===== src/hw/tcc_defs.vh =====
// Constants for the timer channel event and compare control block.
// Assumes a 16-bit register port with byte addresses on a word grid.
`ifndef TCC_DEFS_VH
`define TCC_DEFS_VH

// ==========================================================
// Register byte offsets
`define TCC_OFS_FLAGS    8'h10
`define TCC_OFS_SWEVG    8'h14
`define TCC_OFS_CHCTL    8'h18
`define TCC_OFS_CV0      8'h34
`define TCC_OFS_CV1      8'h38
`define TCC_RESET_VAL    16'h0000

// ==========================================================
// Event flag and event generation bit positions
`define TCC_BIT_UPD      0
`define TCC_BIT_CC0      1
`define TCC_BIT_TRG      6
`define TCC_BIT_OC0      9

// ==========================================================
// Channel control field layout, per 8-bit channel slice
`define TCC_CH_STRIDE    8
`define TCC_F_MS_LO      0
`define TCC_F_MS_HI      1
`define TCC_F_FEN        2
`define TCC_F_SEN        3
`define TCC_F_CTL_LO     4
`define TCC_F_CTL_HI     6
`define TCC_F_CEN        7

// ==========================================================
// Direction codes
`define TCC_MS_OUT       2'h0
`define TCC_MS_ODD       2'h1
`define TCC_MS_EVEN      2'h2
`define TCC_MS_ITS       2'h3

// ==========================================================
// Compare output modes
`define TCC_OC_FROZEN    3'h0
`define TCC_OC_SET       3'h1
`define TCC_OC_CLR       3'h2
`define TCC_OC_TOGGLE    3'h3
`define TCC_OC_LOW       3'h4
`define TCC_OC_HIGH      3'h5
`define TCC_OC_PWM0      3'h6
`define TCC_OC_PWM1      3'h7

// ==========================================================
// Slave mode, protection, fast path timing
`define TCC_SM_OFF       3'h0
`define TCC_SM_PAUSE     3'h5
`define TCC_PROTECTION_LEVEL_LOCKED  2'h3
`define TCC_FAST_LAT     3
`endif


===== src/hw/tcc_channel_ctl.v =====
// Event flags, software event generation and channel control for the
// low channel pair of a general-purpose timer.
// Assumes counter, slave mode, filters and protection logic sit outside
// and hand over synchronous levels and one-cycle pulses on clk.
//
// How it works
// RL1: Capture while capture flag set sets overcapture
// RL2: Trigger edges set trigger flag; pause: both
// RL3: Capture or compare event sets capture/compare flag
// RL4: Update event sets sticky update flag
// RL5: Write zero clears flag; hardware set wins
// RL6: Trigger generation bit sets trigger flag, self-clears
// RL7: Channel generation bit makes event, sets flag
// RL8: Software input event captures counter, may overcapture
// RL9: Update generation clears or reloads counter, prescaler
// RL10: Channel 0 direction selects output or input source
// RL11: Direction field writable only while channel disabled
// RL12: Channel 1 direction routes inputs swapped
// RL13: Clear enable forces reference low on trigger
// RL14: Frozen, set, clear, toggle on compare match
// RL15: Codes 100 and 101 force low or high
// RL16: PWM mode 0 levels by direction
// RL17: PWM mode 1 levels by direction
// RL18: PWM level moves only on comparison change; the code also moves it when leaving frozen
// RL19: Protection locks mode and shadow fields
// RL20: Shadow holds compare value until update
// RL21: Software uses shadow with PWM unless single pulse
// RL22: Fast enable treats trigger edge as match
`timescale 1ns/1ps
`include "tcc_defs.vh"

module tcc_channel_ctl #(
  parameter CHANNELS = 2,
  parameter CW       = 16
) (
  input  wire                clk,
  input  wire                rst,
  input  wire [7:0]          regAddr,
  input  wire [15:0]         regWrData,
  input  wire                regWr,
  input  wire                regRd,
  output reg  [15:0]         regRdData,
  input  wire [CW-1:0]       counterValue,
  input  wire                countDown,
  input  wire                centerAligned,
  input  wire                updateEvent,
  input  wire [2:0]          slaveMode,
  input  wire                triggerInput,
  input  wire                internalTriggerSelected,
  input  wire                internalTriggerSignal,
  input  wire [CHANNELS-1:0] chanEnableBit,
  input  wire [CHANNELS-1:0] chanFilteredInput,
  input  wire                filteredExternalTrigger,
  input  wire [1:0]          protectionLevel,
  output reg  [CHANNELS-1:0] outputReference,
  output reg  [CHANNELS-1:0] chanEventPulse,
  output reg                 trigEventPulse,
  output reg                 updateGenPulse,
  output reg                 counterClearPulse,
  output reg                 counterReloadPulse,
  output reg                 prescalerClearPulse
);

  // ==========================================================
  // Decode and shared event sources
  wire wrFlags = regWr && (regAddr == `TCC_OFS_FLAGS);
  wire wrGen   = regWr && (regAddr == `TCC_OFS_SWEVG);
  wire wrCtl   = regWr && (regAddr == `TCC_OFS_CHCTL);
  wire updGen  = wrGen && regWrData[`TCC_BIT_UPD];
  wire trgGen  = wrGen && regWrData[`TCC_BIT_TRG];
  wire loadEvt = updateEvent || updGen;
  wire locked  = (protectionLevel == `TCC_PROTECTION_LEVEL_LOCKED);

  reg                trigPrev_r;
  reg                updFlag_r;
  reg                trgFlag_r;
  reg [`TCC_FAST_LAT-2:0] fastPipe_r;

  wire [CHANNELS*`TCC_CH_STRIDE-1:0] ctlAll;
  wire [CHANNELS*CW-1:0] cvAll;
  wire [CHANNELS-1:0]    ccAll;
  wire [CHANNELS-1:0]    ocAll;
  wire [CHANNELS-1:0]    evtAll;
  wire [CHANNELS-1:0]    refAll;

  // Slave mode edges: pause counts both, other active modes only rising, off none
  wire trigRise = triggerInput && !trigPrev_r;
  wire trigFall = !triggerInput && trigPrev_r;
  wire trigHw   = (slaveMode != `TCC_SM_OFF) &&
                  (trigRise ||
                   (trigFall && slaveMode == `TCC_SM_PAUSE)); // [RL2]
  wire trigEvt  = trigHw || trgGen;                           // [RL6]

  // ==========================================================
  // Shared flags: set wins over a software clear
  always @(posedge clk or posedge rst) begin
    if (rst) begin
      trigPrev_r <= 1'b0;
      updFlag_r  <= 1'b0;
      trgFlag_r  <= 1'b0;
      fastPipe_r <= {(`TCC_FAST_LAT-1){1'b0}};
    end else begin
      trigPrev_r <= triggerInput;
      // Fast path delay line, edge to output in the fast latency
      fastPipe_r <= {fastPipe_r[`TCC_FAST_LAT-3:0], trigRise}; // [RL22]
      if (loadEvt)
        updFlag_r <= 1'b1;                                     // [RL4]
      else if (wrFlags && !regWrData[`TCC_BIT_UPD])
        updFlag_r <= 1'b0;                                     // [RL5]
      if (trigEvt)
        trgFlag_r <= 1'b1;                                     // [RL2]
      else if (wrFlags && !regWrData[`TCC_BIT_TRG])
        trgFlag_r <= 1'b0;                                     // [RL5]
    end
  end

  wire fastHit = fastPipe_r[`TCC_FAST_LAT-2];

  // ==========================================================
  // Per-channel control, compare value, flags and reference
  genvar g;
  generate
    for (g = 0; g < CHANNELS; g = g + 1) begin : gCh
      localparam LO = g * `TCC_CH_STRIDE;
      reg [1:0]    ms_r;
      reg          fen_r;
      reg          sen_r;
      reg [2:0]    ctl_r;
      reg          cen_r;
      reg [CW-1:0] cvActive_r;
      reg [CW-1:0] cvShadow_r;
      reg          cc_r;
      reg          oc_r;
      reg          ref_r;
      reg          srcPrev_r;
      reg          cmpPrev_r;
      reg          wasFrozen_r;
      reg          pwmPrev_r;
      reg          src;

      // Own slot first for even channels, swapped for odd ones
      wire own   = chanFilteredInput[g];
      wire neigh = chanFilteredInput[g ^ 1];
      wire isIn  = (ms_r != `TCC_MS_OUT);
      wire oddSel  = (g % 2 == 0) ? own : neigh;
      wire evenSel = (g % 2 == 0) ? neigh : own;

      // Input source mux; internal trigger only when selected
      always @* begin
        case (ms_r)
          `TCC_MS_ODD:  src = oddSel;                          // [RL10]
          `TCC_MS_EVEN: src = evenSel;                         // [RL12]
          `TCC_MS_ITS:  src = internalTriggerSelected &&
                              internalTriggerSignal;           // [RL10]
          default:      src = 1'b0;
        endcase
      end

      wire swGen   = wrGen && regWrData[`TCC_BIT_CC0 + g];     // [RL7]
      wire capHw   = isIn && src && !srcPrev_r;
      wire match   = (counterValue == cvActive_r);
      wire cmpHw   = !isIn && match && !cmpPrev_r;
      wire chEvt   = capHw || cmpHw || swGen;                  // [RL3]
      wire capture = isIn && (capHw || swGen);                 // [RL8]
      wire wrCv    = regWr && !isIn &&
                     (regAddr == (g == 0 ? `TCC_OFS_CV0 : `TCC_OFS_CV1));
      wire protOk  = !(locked && ms_r == `TCC_MS_OUT);         // [RL19]
      wire isPwm   = (ctl_r == `TCC_OC_PWM0) ||
                     (ctl_r == `TCC_OC_PWM1);
      // High level of PWM mode 0; mode 1 is the inverse
      wire pwm0Lvl = countDown ? !(counterValue > cvActive_r)
                               : (counterValue < cvActive_r);  // [RL16]
      wire pwmLvl  = (ctl_r == `TCC_OC_PWM1) ? !pwm0Lvl
                                             : pwm0Lvl;        // [RL17]

      // Control fields with their write locks
      always @(posedge clk or posedge rst) begin
        if (rst) begin
          ms_r  <= `TCC_MS_OUT;
          fen_r <= 1'b0;
          sen_r <= 1'b0;
          ctl_r <= `TCC_OC_FROZEN;
          cen_r <= 1'b0;
        end else if (wrCtl) begin
          if (!chanEnableBit[g])                               // [RL11]
            ms_r <= regWrData[LO+`TCC_F_MS_HI:LO+`TCC_F_MS_LO];
          fen_r <= regWrData[LO+`TCC_F_FEN];
          cen_r <= regWrData[LO+`TCC_F_CEN];
          if (protOk) begin                                    // [RL19]
            sen_r <= regWrData[LO+`TCC_F_SEN];
            ctl_r <= regWrData[LO+`TCC_F_CTL_HI:LO+`TCC_F_CTL_LO];
          end
        end
      end

      // Compare value: shadowed or direct; capture overwrites it
      always @(posedge clk or posedge rst) begin
        if (rst) begin
          cvActive_r <= {CW{1'b0}};
          cvShadow_r <= {CW{1'b0}};
        end else begin
          if (wrCv)
            cvShadow_r <= regWrData[CW-1:0];
          if (capture)
            cvActive_r <= counterValue;                        // [RL8]
          else if (wrCv && !sen_r)
            cvActive_r <= regWrData[CW-1:0];                   // [RL20]
          else if (sen_r && loadEvt && !isIn)
            cvActive_r <= cvShadow_r;                          // [RL20]
        end
      end

      // Capture/compare and overcapture flags, set beats clear
      always @(posedge clk or posedge rst) begin
        if (rst) begin
          cc_r      <= 1'b0;
          oc_r      <= 1'b0;
          srcPrev_r <= 1'b0;
          // Counter and compare value both reset to zero and match;
          // starting high keeps that from looking like a fresh event
          cmpPrev_r <= 1'b1;
        end else begin
          srcPrev_r <= src;
          cmpPrev_r <= match;
          if (chEvt)
            cc_r <= 1'b1;                                      // [RL3]
          else if (wrFlags && !regWrData[`TCC_BIT_CC0 + g])
            cc_r <= 1'b0;                                      // [RL5]
          if (capture && cc_r)
            oc_r <= 1'b1;                                      // [RL1]
          else if (wrFlags && !regWrData[`TCC_BIT_OC0 + g])
            oc_r <= 1'b0;                                      // [RL5]
        end
      end

      // Output reference; clear input has top priority
      always @(posedge clk or posedge rst) begin
        if (rst) begin
          ref_r       <= 1'b0;
          wasFrozen_r <= 1'b1;
        end else begin
          wasFrozen_r <= (ctl_r == `TCC_OC_FROZEN);
          if (cen_r && filteredExternalTrigger)
            ref_r <= 1'b0;                                     // [RL13]
          else if (isPwm && fen_r && fastHit)
            ref_r <= (ctl_r == `TCC_OC_PWM0);                  // [RL22]
          else begin
            case (ctl_r)
              `TCC_OC_SET:    if (cmpHw) ref_r <= 1'b1;        // [RL14]
              `TCC_OC_CLR:    if (cmpHw) ref_r <= 1'b0;        // [RL14]
              `TCC_OC_TOGGLE: if (cmpHw) ref_r <= !ref_r;      // [RL14]
              `TCC_OC_LOW:    ref_r <= 1'b0;                   // [RL15]
              `TCC_OC_HIGH:   ref_r <= 1'b1;                   // [RL15]
              `TCC_OC_PWM0,
              `TCC_OC_PWM1:
                // Only a fresh comparison or leaving frozen moves it
                if (wasFrozen_r || (pwm0Lvl != pwmPrev_r))     // [RL18]
                  ref_r <= pwmLvl;
              default:        ref_r <= ref_r;                  // [RL14]
            endcase
          end
        end
      end

      // Comparison result of the previous cycle for PWM
      always @(posedge clk or posedge rst) begin
        if (rst)
          pwmPrev_r <= 1'b0;
        else
          pwmPrev_r <= pwm0Lvl;
      end

      assign ctlAll[LO+`TCC_F_CEN:LO] = {cen_r, ctl_r, sen_r, fen_r, ms_r};
      assign cvAll[g*CW+:CW] = cvActive_r;
      assign ccAll[g]  = cc_r;
      assign ocAll[g]  = oc_r;
      assign evtAll[g] = chEvt;
      assign refAll[g] = ref_r;
    end
  endgenerate

  // ==========================================================
  // Read mux, built combinationally and registered below
  reg [15:0] rdMux;
  integer i;
  always @* begin
    rdMux = `TCC_RESET_VAL;
    case (regAddr)
      `TCC_OFS_FLAGS: begin
        rdMux[`TCC_BIT_UPD] = updFlag_r;
        rdMux[`TCC_BIT_TRG] = trgFlag_r;
        for (i = 0; i < CHANNELS; i = i + 1) begin
          rdMux[`TCC_BIT_CC0 + i] = ccAll[i];
          rdMux[`TCC_BIT_OC0 + i] = ocAll[i];
        end
      end
      `TCC_OFS_CHCTL: rdMux[CHANNELS*`TCC_CH_STRIDE-1:0] = ctlAll;
      `TCC_OFS_CV0:   rdMux[CW-1:0] = cvAll[CW-1:0];
      `TCC_OFS_CV1:   rdMux[CW-1:0] = cvAll[2*CW-1:CW];
      default:        rdMux = `TCC_RESET_VAL;
    endcase
  end

  // ==========================================================
  // Registered outputs; generation bits never store, so they
  // read back zero and clear themselves after one cycle
  always @(posedge clk or posedge rst) begin
    if (rst) begin
      regRdData           <= `TCC_RESET_VAL;
      outputReference     <= {CHANNELS{1'b0}};
      chanEventPulse      <= {CHANNELS{1'b0}};
      trigEventPulse      <= 1'b0;
      updateGenPulse      <= 1'b0;
      counterClearPulse   <= 1'b0;
      counterReloadPulse  <= 1'b0;
      prescalerClearPulse <= 1'b0;
    end else begin
      regRdData           <= regRd ? rdMux : `TCC_RESET_VAL;
      outputReference     <= refAll;
      chanEventPulse      <= evtAll;                           // [RL7]
      trigEventPulse      <= trigEvt;                          // [RL6]
      updateGenPulse      <= updGen;                           // [RL9]
      counterClearPulse   <= updGen && (centerAligned || !countDown); // [RL9]
      counterReloadPulse  <= updGen && !centerAligned && countDown;   // [RL9]
      prescalerClearPulse <= updGen;                           // [RL9]
    end
  end

endmodule // tcc_channel_ctl


===== config.mk =====
export PLATFORM = sky130hd
export DESIGN_NAME = tcc_channel_ctl
export DESIGN_NICKNAME = d
export VERILOG_FILES = /design/src/hw/tcc_channel_ctl.v
export VERILOG_INCLUDE_DIRS = /design/src /design/src/hw
export SDC_FILE = /design/constraint.sdc
export NUM_CORES = 1
export LEC_CHECK = 0
export BUFFER_PORTS_ARGS = -buffer_cell sky130_fd_sc_hd__buf_4
export CORE_ASPECT_RATIO = 1.25
export CORE_MARGIN = 2
export CORE_UTILIZATION = 56
export CTS_BUF_LIST = sky130_fd_sc_hd__clkbuf_8 sky130_fd_sc_hd__clkbuf_16
export CTS_CLUSTER_SIZE = 28
export DETAILED_ROUTE_END_ITERATION = 8
export GPL_TIMING_DRIVEN = 0
export PLACE_DENSITY_LB_ADDON = 0.25
export SLEW_MARGIN = 10
export SYNTH_ARGS = -nofsm -noshare
export SYNTH_HDL_FRONTEND = slang
export SYNTH_SLANG_ARGS = --single-unit

===== constraint.sdc =====
create_clock -name clk -period 8.05 [get_ports clk]
set_clock_uncertainty 0.05 [all_clocks]
set_input_delay 1.2075 -clock clk [delete_from_list [all_inputs] [get_ports clk]]
set_output_delay 1.2075 -clock clk [all_outputs]
set_load 0.005 [all_outputs]

==> metrics.yaml, run 1 <==
status: "completed"
dp_slack_ns: 4.18
wirelength_mm: 19.2
grt_max_degree: 94
layout_commonest_cell: "dfrtp_1"
synth_area_um2: 6520
drt_iter0_drc: 577
synth.distinct_cells: 50
drtAntennaViolNets: 0
startpoint_type: "input pin"
grt_pass1_wl_mm: 29.8
grt_pass1_vias: 5676
drv_slew: 0
cts_tree: "built"
crit_buf_inv: 1
crit_required_ns: 8.25
cap_violations: 0
worst_pin_slew_ns: 0.838
yosysSeqAreaShare: 0.473
fin_crit_sh: 0.441
whs_path_depth: 0
drc: 0
finalHoldViolations: 0
post-route-util: 0.691
synthCells: 671
power_switching_w: 0.000383
min_period_ns: 3.55
initial_core_util: 0.567
critPathKind: "in2reg"
p_int_w: 0.00122
synth-edff-count: 0
core_area_um2: 11500
grt_antenna_before_repair: 0
hold_path_class: "reg2reg"
reg2regPathDepth: 9
clock.fmax_mhz: 282
whs_ns: 0.318
async_reset_ff_frac: 1.00
cts.clk_slew.worst_paths_ns: 0.06
vias_per_cell: 6.19
grt-ovfl-total: 0
antenna_cells: 0
synth_seq_cells: 123
syn-num-nets: 763
dieHeight_um: 125
clock_path_buffers: 2
powerDensity_nw_per_um2: 202
setup_viol_count_final: 0
fin_ws_ns: 4.50
area_growth_pct: 22.0
worstPathCellList: "buf_4 -> ha_1 -> nand4_1 -> nor4_4 -> a311oi_1 -> o21bai_1 -> or4_1 -> nor4_1 -> a2111oi_0"
sw_frac_of_total: 0.239
grt_usage: 0.319
root_buffer: "clkbuf_16"
numClockSinks: 123
crit_fanout: 4
post-dp-hpwl_mm: 14.3
p_comb_frac: 0.103
dieArea_um2: 12500
pwr-share-clk: 0.473
nets: 867
finalPower_w: 0.00160
layout_common_cells: "dfrtp_1, nand2_1, buf_4, o21ai_0, mux2_2"
io_buffers: 84
dr.pass1.iters: 7
n_fill_cell: 920
htree_num_levels: 4
num_rows: 44
insertion_delay_ns: 0.42
crit_slowest_cell: "or4_1"
die_x_um: 101
cts-buffers-inserted: 17
num_io_pins: 85
ctsResizeCount: 0
vias: 5735
vdd_drop_max_mv: 0.151
grt_setup_unrepaired: "false"
ys_warn_count: 0
leakage_nw: 3.68
path_depth: 9
drive_gt1_frac: 0.239
wire_per_inst_um: 20.7
cts-hold-fix-buffers: 0
final.setup.tns_ns: 0
cts_setup_buffers: 0
crit_family: "simple AND/OR/NAND/NOR gates"
pwr-share-seq: 0.424
critPathArrivalTime_ns: 3.75
synth_ff_type: "dfrtp_1"
end_kind: "flip-flop"
slew_headroom: 0.436
slowest_delay_ns: 0.52
synth.avg_cell_area_um2: 9.72
place_congestion: 0.934
## metrics by stage
stage          instances  cell area [µm²]
2_1_floorplan        671             6520
3_3_place_gp         893             7330
3_5_place_dp         894             7360
4_1_cts              926             7960
5_1_grt              926             7960
6_report             926             7960
## path summary, 6_finish.rpt
path	from	endpoint	slack, ns
worst min register to register	fastPipe_r[0]	fastPipe_r[1]	0.32
worst max register to register	gCh[0].cvActive_r[10]	gCh[0].ref_r	4.95
max in group asynchronous	rst	gCh[0].cvActive_r[1]	6.49
worst max-delay path	counterValue[10]	gCh[0].ref_r	4.50
min in group asynchronous	rst	gCh[1].ref_r	0.70
worst min-delay path	fastPipe_r[0]	fastPipe_r[1]	0.32
## synthesized netlist by cell type, drive strengths merged, types with 2 or more instances
cell | number | area, µm²
a2111oi | 2 | 17.5
a211oi | 4 | 30.0
a21boi | 2 | 15.0
a21o | 2 | 15.0
a21oi | 33 | 165
a222oi | 6 | 60.1
a22oi | 10 | 75.1
a31oi | 3 | 18.8
and2 | 5 | 31.3
and3 | 9 | 56.3
and4 | 3 | 26.3
buf | 11 | 60.1
clkbuf | 21 | 78.8
dfrtp | 119 | 2980
dfstp | 4 | 105
ha | 32 | 400
inv | 39 | 146
mux2 | 49 | 552
mux2i | 17 | 170
nand2 | 103 | 387
nand2b | 3 | 18.8
nand3 | 24 | 120
nand3b | 4 | 30.0
nand4 | 10 | 77.6
nor2 | 18 | 67.6
nor2b | 7 | 43.8
nor3 | 5 | 25.0
nor4 | 6 | 58.8
nor4b | 5 | 56.3
o211ai | 4 | 30.0
o21ai | 97 | 485
o21bai | 2 | 15.0
o22ai | 3 | 25.0
or4 | 2 | 15.0
## worst register-to-register path: cells and delay by family, from the launching register on
family / cells / cell delay [ns]
AOI/OAI and AO/OA: 3 / 0.51
DFF: 1 / 0.41
and+or+nand+nor: 4 / 1.59
buffers and inverters: 1 / 0.07
adders and majority gates: 1 / 0.31
## power groups by stage
stage | Combinational [W] | Clock (W) | Sequential, W
3_5_place_dp | 0.000162 | 0 | 0.000690
4_1_cts | 0.000165 | 0.000760 | 0.000679
6_report | 0.000165 | 0.000759 | 0.000680
3_3_place_gp | 0.000152 | 0 | 0.000688
5_1_grt | 0.000182 | 0.000787 | 0.000683
2_1_floorplan | 0.0000876 | 0 | 0.000680
## layout make-up
type	instances	area (µm²)	area share
Multi-Input combinational cell	477	3160	0.397
Sequential cell	123	3080	0.387
Timing Repair Buffer	85	658	0.0827
Clock buffer	22	494	0.0621
Tap cell	138	173	0.0217
Inverter	39	151	0.0190
Buffer	32	139	0.0175
Clock inverter	10	103	0.0129
## cell families after synthesis
kind of cell	after synthesis	synth area share
simple gates	207	0.160
buf+inv	71	0.0437
fa+ha+maj	32	0.0614
mux	66	0.111
compound gates	172	0.152
flops	123	0.473
## registers in the layout, summed over array words and instances (netlist names), 4 cells and up
name,flops
gCh.ms_r,4
gCh.cvActive_r,32
regRdData,16
gCh.ctl_r,6
gCh.cvShadow_r,32
## metal layers
metal  vias to the layer above  track usage  wire length [µm]
met5                         -            0                 0
met3                        58       0.0662              1460
met2                       286        0.503              9220
met4                         0        0.185              1030
met1                      2773        0.405              7450
li1                       2618            -                 -
Note: power is estimated with default switching activity, not from simulation.
==> run 2: changes to the inputs <==
--- a/config.mk
+++ b/config.mk
@@ -9,7 +9,7 @@
 export BUFFER_PORTS_ARGS = -buffer_cell sky130_fd_sc_hd__buf_4
 export CORE_ASPECT_RATIO = 1.25
 export CORE_MARGIN = 2
-export CORE_UTILIZATION = 56
+export CORE_UTILIZATION = 53
 export CTS_BUF_LIST = sky130_fd_sc_hd__clkbuf_8 sky130_fd_sc_hd__clkbuf_16
 export CTS_CLUSTER_SIZE = 28
 export DETAILED_ROUTE_END_ITERATION = 8
==> constraint.sdc (replaced) <==
create_clock -name clk -period 2.9 [get_ports clk]
set_clock_uncertainty 0.05 [all_clocks]
set_input_delay 0.435 -clock clk [delete_from_list [all_inputs] [get_ports clk]]
set_output_delay 0.435 -clock clk [all_outputs]
set_load 0.005 [all_outputs]
==> run 2 against run 1 <==
Die area rose by 5.4%. Via count fell by 0.89%. Non-clock buffer count rose by 2. Total power rose to 2.9 times the previous value. Core utilization fell by 2.3 points. Hold slack got worse by 0.26 ns. Clock-buffer cell count fell by 5. Sequential cell count did not move.
==> metrics.yaml, run 2 (synthesis results as in run 1) <==
vias_per_cell: 5.96
vias: 5684
setup_viol_count_final: 0
end_kind: "flip-flop"
clock.fmax_mhz: 363
drive_gt1_frac: 0.246
multi_input_area_um2: 3170
num_io_pins: 85
antenna_cells: 0
worst_pin_slew_ns: 0.832
vdd_drop_max_mv: 0.416
register_area_um2: 3080
critPathArrivalTime_ns: 3.00
layout_commonest_cell: "dfrtp_1"
place_congestion: 0.904
crit_required_ns: 3.15
powerDensity_nw_per_um2: 578
grt_usage: 0.306
die_x_um: 103
grt_setup_unrepaired: "false"
slew_headroom: 0.440
min_period_ns: 2.76
status: "completed"
nets: 869
finalPower_w: 0.00468
wirelength_mm: 19.2
drtAntennaViolNets: 0
drv_slew: 0
drt_iter0_drc: 391
finalHoldViolations: 0
insertion_delay_ns: 0.41
layout_common_cells: "dfrtp_1, nand2_1, buf_4, o21ai_0, mux2_2"
fin_crit_sh: 0.950
final_cell_count_no_fill: 954
grt-ovfl-total: 0
leakage_nw: 3.73
critPathKind: "reg2reg"
crit_fanout: 4
num_rows: 45
grt_pass1_wl_mm: 29.9
n_fill_cell: 1005
core_area_um2: 12100
grt_antenna_before_repair: 1
drc: 0
root_buffer: "clkbuf_16"
post-route-util: 0.668
post-dp-hpwl_mm: 14.6
startpoint_type: "flip-flop"
grt_max_degree: 37
wire_per_inst_um: 20.2
numClockSinks: 123
dieArea_um2: 13200
cts-buffers-inserted: 17
grt_pass1_vias: 5607
top_regs: "gCh.cvActive_r (32), gCh.cvShadow_r (32), regRdData (16)"
dr.pass1.iters: 5
cts.clk_slew.worst_paths_ns: 0.06
cts_tree: "built"
io_buffers: 84
dp_cells: 922
dieHeight_um: 128
cap_violations: 0
area_growth_pct: 24.0
initial_core_util: 0.539
htree_num_levels: 4
clock_path_buffers: 2
hold_path_class: "in2async"
run 2: changes by cell type in the layout (fill, tap and decap cells not counted):
| cell | previous run | this run |
|---|---|---|
| buf_12 | 0 | 3 |
| buf_16 | 1 | 0 |
| buf_4 | 86 | 87 |
| bufinv_16 | 2 | 5 |
| clkbuf_1 | 21 | 20 |
| clkbuf_8 | 5 | 0 |
| clkinv_4 | 0 | 4 |
| clkinvlp_4 | 3 | 2 |
| inv_1 | 41 | 39 |
| inv_6 | 1 | 2 |
| nor4_1 | 4 | 3 |
| nor4_4 | 1 | 2 |
run 2: worst paths after layout:
path	start	to	slack, ns	cells after the start
setup / recovery	gCh[1].cvActive_r[15]	gCh[1].ref_r	0.14	9
setup reg to reg	gCh[1].cvActive_r[15]	gCh[1].ref_r	0.14	9
hold / removal	rst	gCh[1].ref_r	0.06	2
min in group clk	triggerInput	trigPrev_r	0.10	1
max in group asynchronous	rst	gCh[1].cvShadow_r[0]	1.90	4
hold reg to reg	fastPipe_r[0]	fastPipe_r[1]	0.30	0
run 2: through the flow:
step	worst slack (ns)	hold slack (ns)	setup TNS [ns]	cell area [µm²]
floorplan	0.411	0.281	0	6530
global placement	-0.248	0.287	-0.263	7360
detailed placement	-0.336	0.291	-0.380	7420
CTS	0.0381	0.0685	0	8080
global route	0.0210	0.0880	0	8090
finish	0.144	0.0617	0	8090
run 2: report_power, final:
group	leakage, nW	internal [W]	switching, W
sequential	1.66	0.00181	0.0000751
clock	0.320	0.00153	0.000804
combinational	1.75	0.000212	0.000244
total	3.73	0.00355	0.00112
run 2: area by class of cell:
cell class	instances	area share
buffer	31	0.0167
clock buffer	17	0.0526
clock inverter	15	0.0275
inverter	39	0.0186
multi-input combinational	477	0.392
sequential	123	0.381
tap	164	0.0254
timing repair buffer	88	0.0863
run 2: timing repair:
action                     in CTS  in global routing
pin swaps                       0                  1
hold endpoints to repair        0                  0
gates resized for setup         1                  1
hold buffers                    0                  0
setup endpoints to repair       1                  3
setup buffers                   0                  1
run 2: critical path: stages (launching register included):
cell and delay [ns]:
dfrtp_1 0.38, inv_1 0.06, ha_1 0.32, nand4_1 0.29
nor4_4 0.53, nand3b_1 0.26, nor2_1 0.16, a211oi_1 0.08
a211o_1 0.24, mux2_2 0.27
run 2: layer usage:
metal | up-vias | GRT usage | share of wire
met5 | - | 0 | 0
met4 | 0 | 0.121 | 0.028
met3 | 35 | 0.0425 | 0.055
met2 | 210 | 0.495 | 0.50
met1 | 2826 | 0.414 | 0.42
li1 | 2613 | - | -
==> run 3: changes to the inputs <==
--- a/config.mk
+++ b/config.mk
@@ -8,7 +8,6 @@
 export LEC_CHECK = 0
 export BUFFER_PORTS_ARGS = -buffer_cell sky130_fd_sc_hd__buf_4
 export CORE_ASPECT_RATIO = 1.25
-export CORE_MARGIN = 2
 export CORE_UTILIZATION = 53
 export CTS_BUF_LIST = sky130_fd_sc_hd__clkbuf_8 sky130_fd_sc_hd__clkbuf_16
 export CTS_CLUSTER_SIZE = 28
==> run 3 against run 2 <==
First-iteration DRC count is 33% higher. Core utilization is 1.7 points higher. Critical path depth stayed put. Hold slack better by 0.014 ns. Clock power is 5% lower. Clock-buffer cell count is 1 higher. Design area is 0.26% lower. Non-clock buffer count is 1 higher. Combinational power hardly changed. Register-to-register slack worse by 0.12 ns. Global-route usage is 2.3 points higher. Routed wire length is 1.4% higher. Critical path type unchanged.
==> metrics.yaml, run 3 (synthesis results as in run 1) <==
die_x_um: 101
sw_frac_of_total: 0.239
grt_max_degree: 37
io_buffers: 84
startpoint: "gCh[0].cvActive_r[2]"
finalPower_w: 0.00456
clock_path_buffers: 2
p_comb_frac: 0.100
p_int_w: 0.00348
vias_per_cell: 6.06
crit_required_ns: 3.12
numClockSinks: 123
drtAntennaViolNets: 0
num_rows: 44
dr.pass1.iters: 7
critPathArrivalTime_ns: 3.09
hold_path_class: "in2async"
post-dp-hpwl_mm: 14.8
worstPathCellList: "inv_1 -> ha_1 -> nand4_1 -> nor4_4 -> a311oi_1 -> o21bai_1 -> or4_1 -> nor4_2 -> a2111oi_0"
cts-hold-fix-buffers: 0
layout_common_cells: "dfrtp_1, nand2_1, buf_4, o21ai_0, mux2_2"
startpoint_type: "flip-flop"
grt_antenna_before_repair: 1
vdd_drop_max_mv: 0.460
power_switching_w: 0.00109
antenna_cells: 0
post-route-util: 0.685
fin_ws_ns: 0.0219
min_period_ns: 2.88
crit_fanout: 3
slew_headroom: 0.425
initial_core_util: 0.554
root_buffer: "clkbuf_16"
fin_crit_sh: 0.992
insertion_delay_ns: 0.42
r2r_end: "gCh[0].ref_r"
wire_per_inst_um: 20.5
top_regs: "gCh.cvActive_r (32), gCh.cvShadow_r (32), regRdData (16)"
grt_pass1_wl_mm: 30.7
place_area_um2: 7420
grt_setup_unrepaired: "true"
core_area_um2: 11800
grt-ovfl-total: 0
cts_tree: "built"
n_fill_cell: 940
status: "completed"
pwr-share-seq: 0.414
worst_pin_slew_ns: 0.859
drive_gt1_frac: 0.248
finalHoldViolations: 0
setup_viol_count_final: 0
htree_num_levels: 4
num_io_pins: 85
end_kind: "flip-flop"
dp_cells: 919
crit_slowest_cell: "or4_1"
stdcell_area_um2: 8070
wirelength_mm: 19.5
clock.fmax_mhz: 347
dieArea_um2: 12800
cts.clk_slew.worst_paths_ns: 0.06
powerDensity_nw_per_um2: 566
cts-buffers-inserted: 17
layout_commonest_cell: "dfrtp_1"
rr_startpoint: "gCh[0].cvActive_r[2]"
drt_iter0_drc: 519
cap_violations: 0
grt_usage: 0.329
dp_slack_ns: -0.258
drv_slew: 0
critPathKind: "reg2reg"
dieHeight_um: 126
reg2regPathDepth: 9
slowest_delay_ns: 0.56
reg2reg_setup_slack_ns: 0.02
final_cell_count_no_fill: 952
vias: 5767
grt_pass1_vias: 5728
leakage_nw: 3.72
place_congestion: 0.935
pwr-share-clk: 0.485
area_growth_pct: 23.7
drc: 0
nets: 870
run 3: cell count changes in the layout (fill, tap and decap cells not counted), sizes merged:
cell,before,now
bufinv,5,4
clkbuf,37,39
inv,42,40
clkinvlp,2,3
clkinv,5,6
run 3: power by group through the flow:
stage	Sequential (W)	Combinational [W]	Clock [W]
after floorplan	0.00189	0.000244	0
after global routing	0.00190	0.000510	0.00230
after global placement	0.00191	0.000425	0
final	0.00189	0.000458	0.00222
after detailed placement	0.00192	0.000453	0
after CTS	0.00189	0.000458	0.00223
run 3: through the flow:
| stage | setup TNS (ns) | hold WS, ns |
|---|---|---|
| 3_3_place_gp | -0.238 | 0.286 |
| 5_1_grt | -0.0573 | 0.0845 |
| 6_report | 0 | 0.0753 |
| 4_1_cts | 0 | 0.0852 |
| 3_5_place_dp | -0.335 | 0.298 |
| 2_1_floorplan | 0 | 0.281 |
run 3: timing repair:
item                                    CTS  global route
resized for setup                         1             3
buffers inserted                          1             0
endpoints found under the setup margin    2             2
pin swaps                                 1             2
run 3: critical path: cells and delay by family (launching register included):
kind	cells	cell delay (ns)
flip-flops	1	0.41
AND/OR/NAND/NOR	4	1.45
buffers and inverters	1	0.07
AO/OA/AOI/OAI	3	0.46
adder cells (fa/ha/maj)	1	0.30
run 3: routing by layer:
layer	vias to the layer above	wire, µm	GRT usage
met3	67	1510	0.0844
met4	2	1100	0.193
met2	298	9150	0.503
met5	-	16	0
met1	2778	7730	0.420
li1	2622	-	-
run 3: worst max path at each step:
stage | end | slack, ns
after global placement | gCh[1].ref_r | -0.17
after CTS | gCh[0].ref_r | 0.01
after detailed placement | gCh[1].ref_r | -0.26
after global routing | gCh[0].ref_r | -0.06
after floorplan | gCh[0].ref_r | 0.41
final | gCh[0].ref_r | 0.02
run 3: area by class of cell:
class / count / area (µm²) / area share
plain buffers: 32 / 139 / 0.0172
well taps: 161 / 201 / 0.0250
clock inverters: 14 / 180 / 0.0223
inverters: 39 / 150 / 0.0186
repair buffers: 88 / 698 / 0.0865
flip-flops and latches: 123 / 3080 / 0.382
multi-input cells: 477 / 3180 / 0.394
clock buffers: 18 / 439 / 0.0544
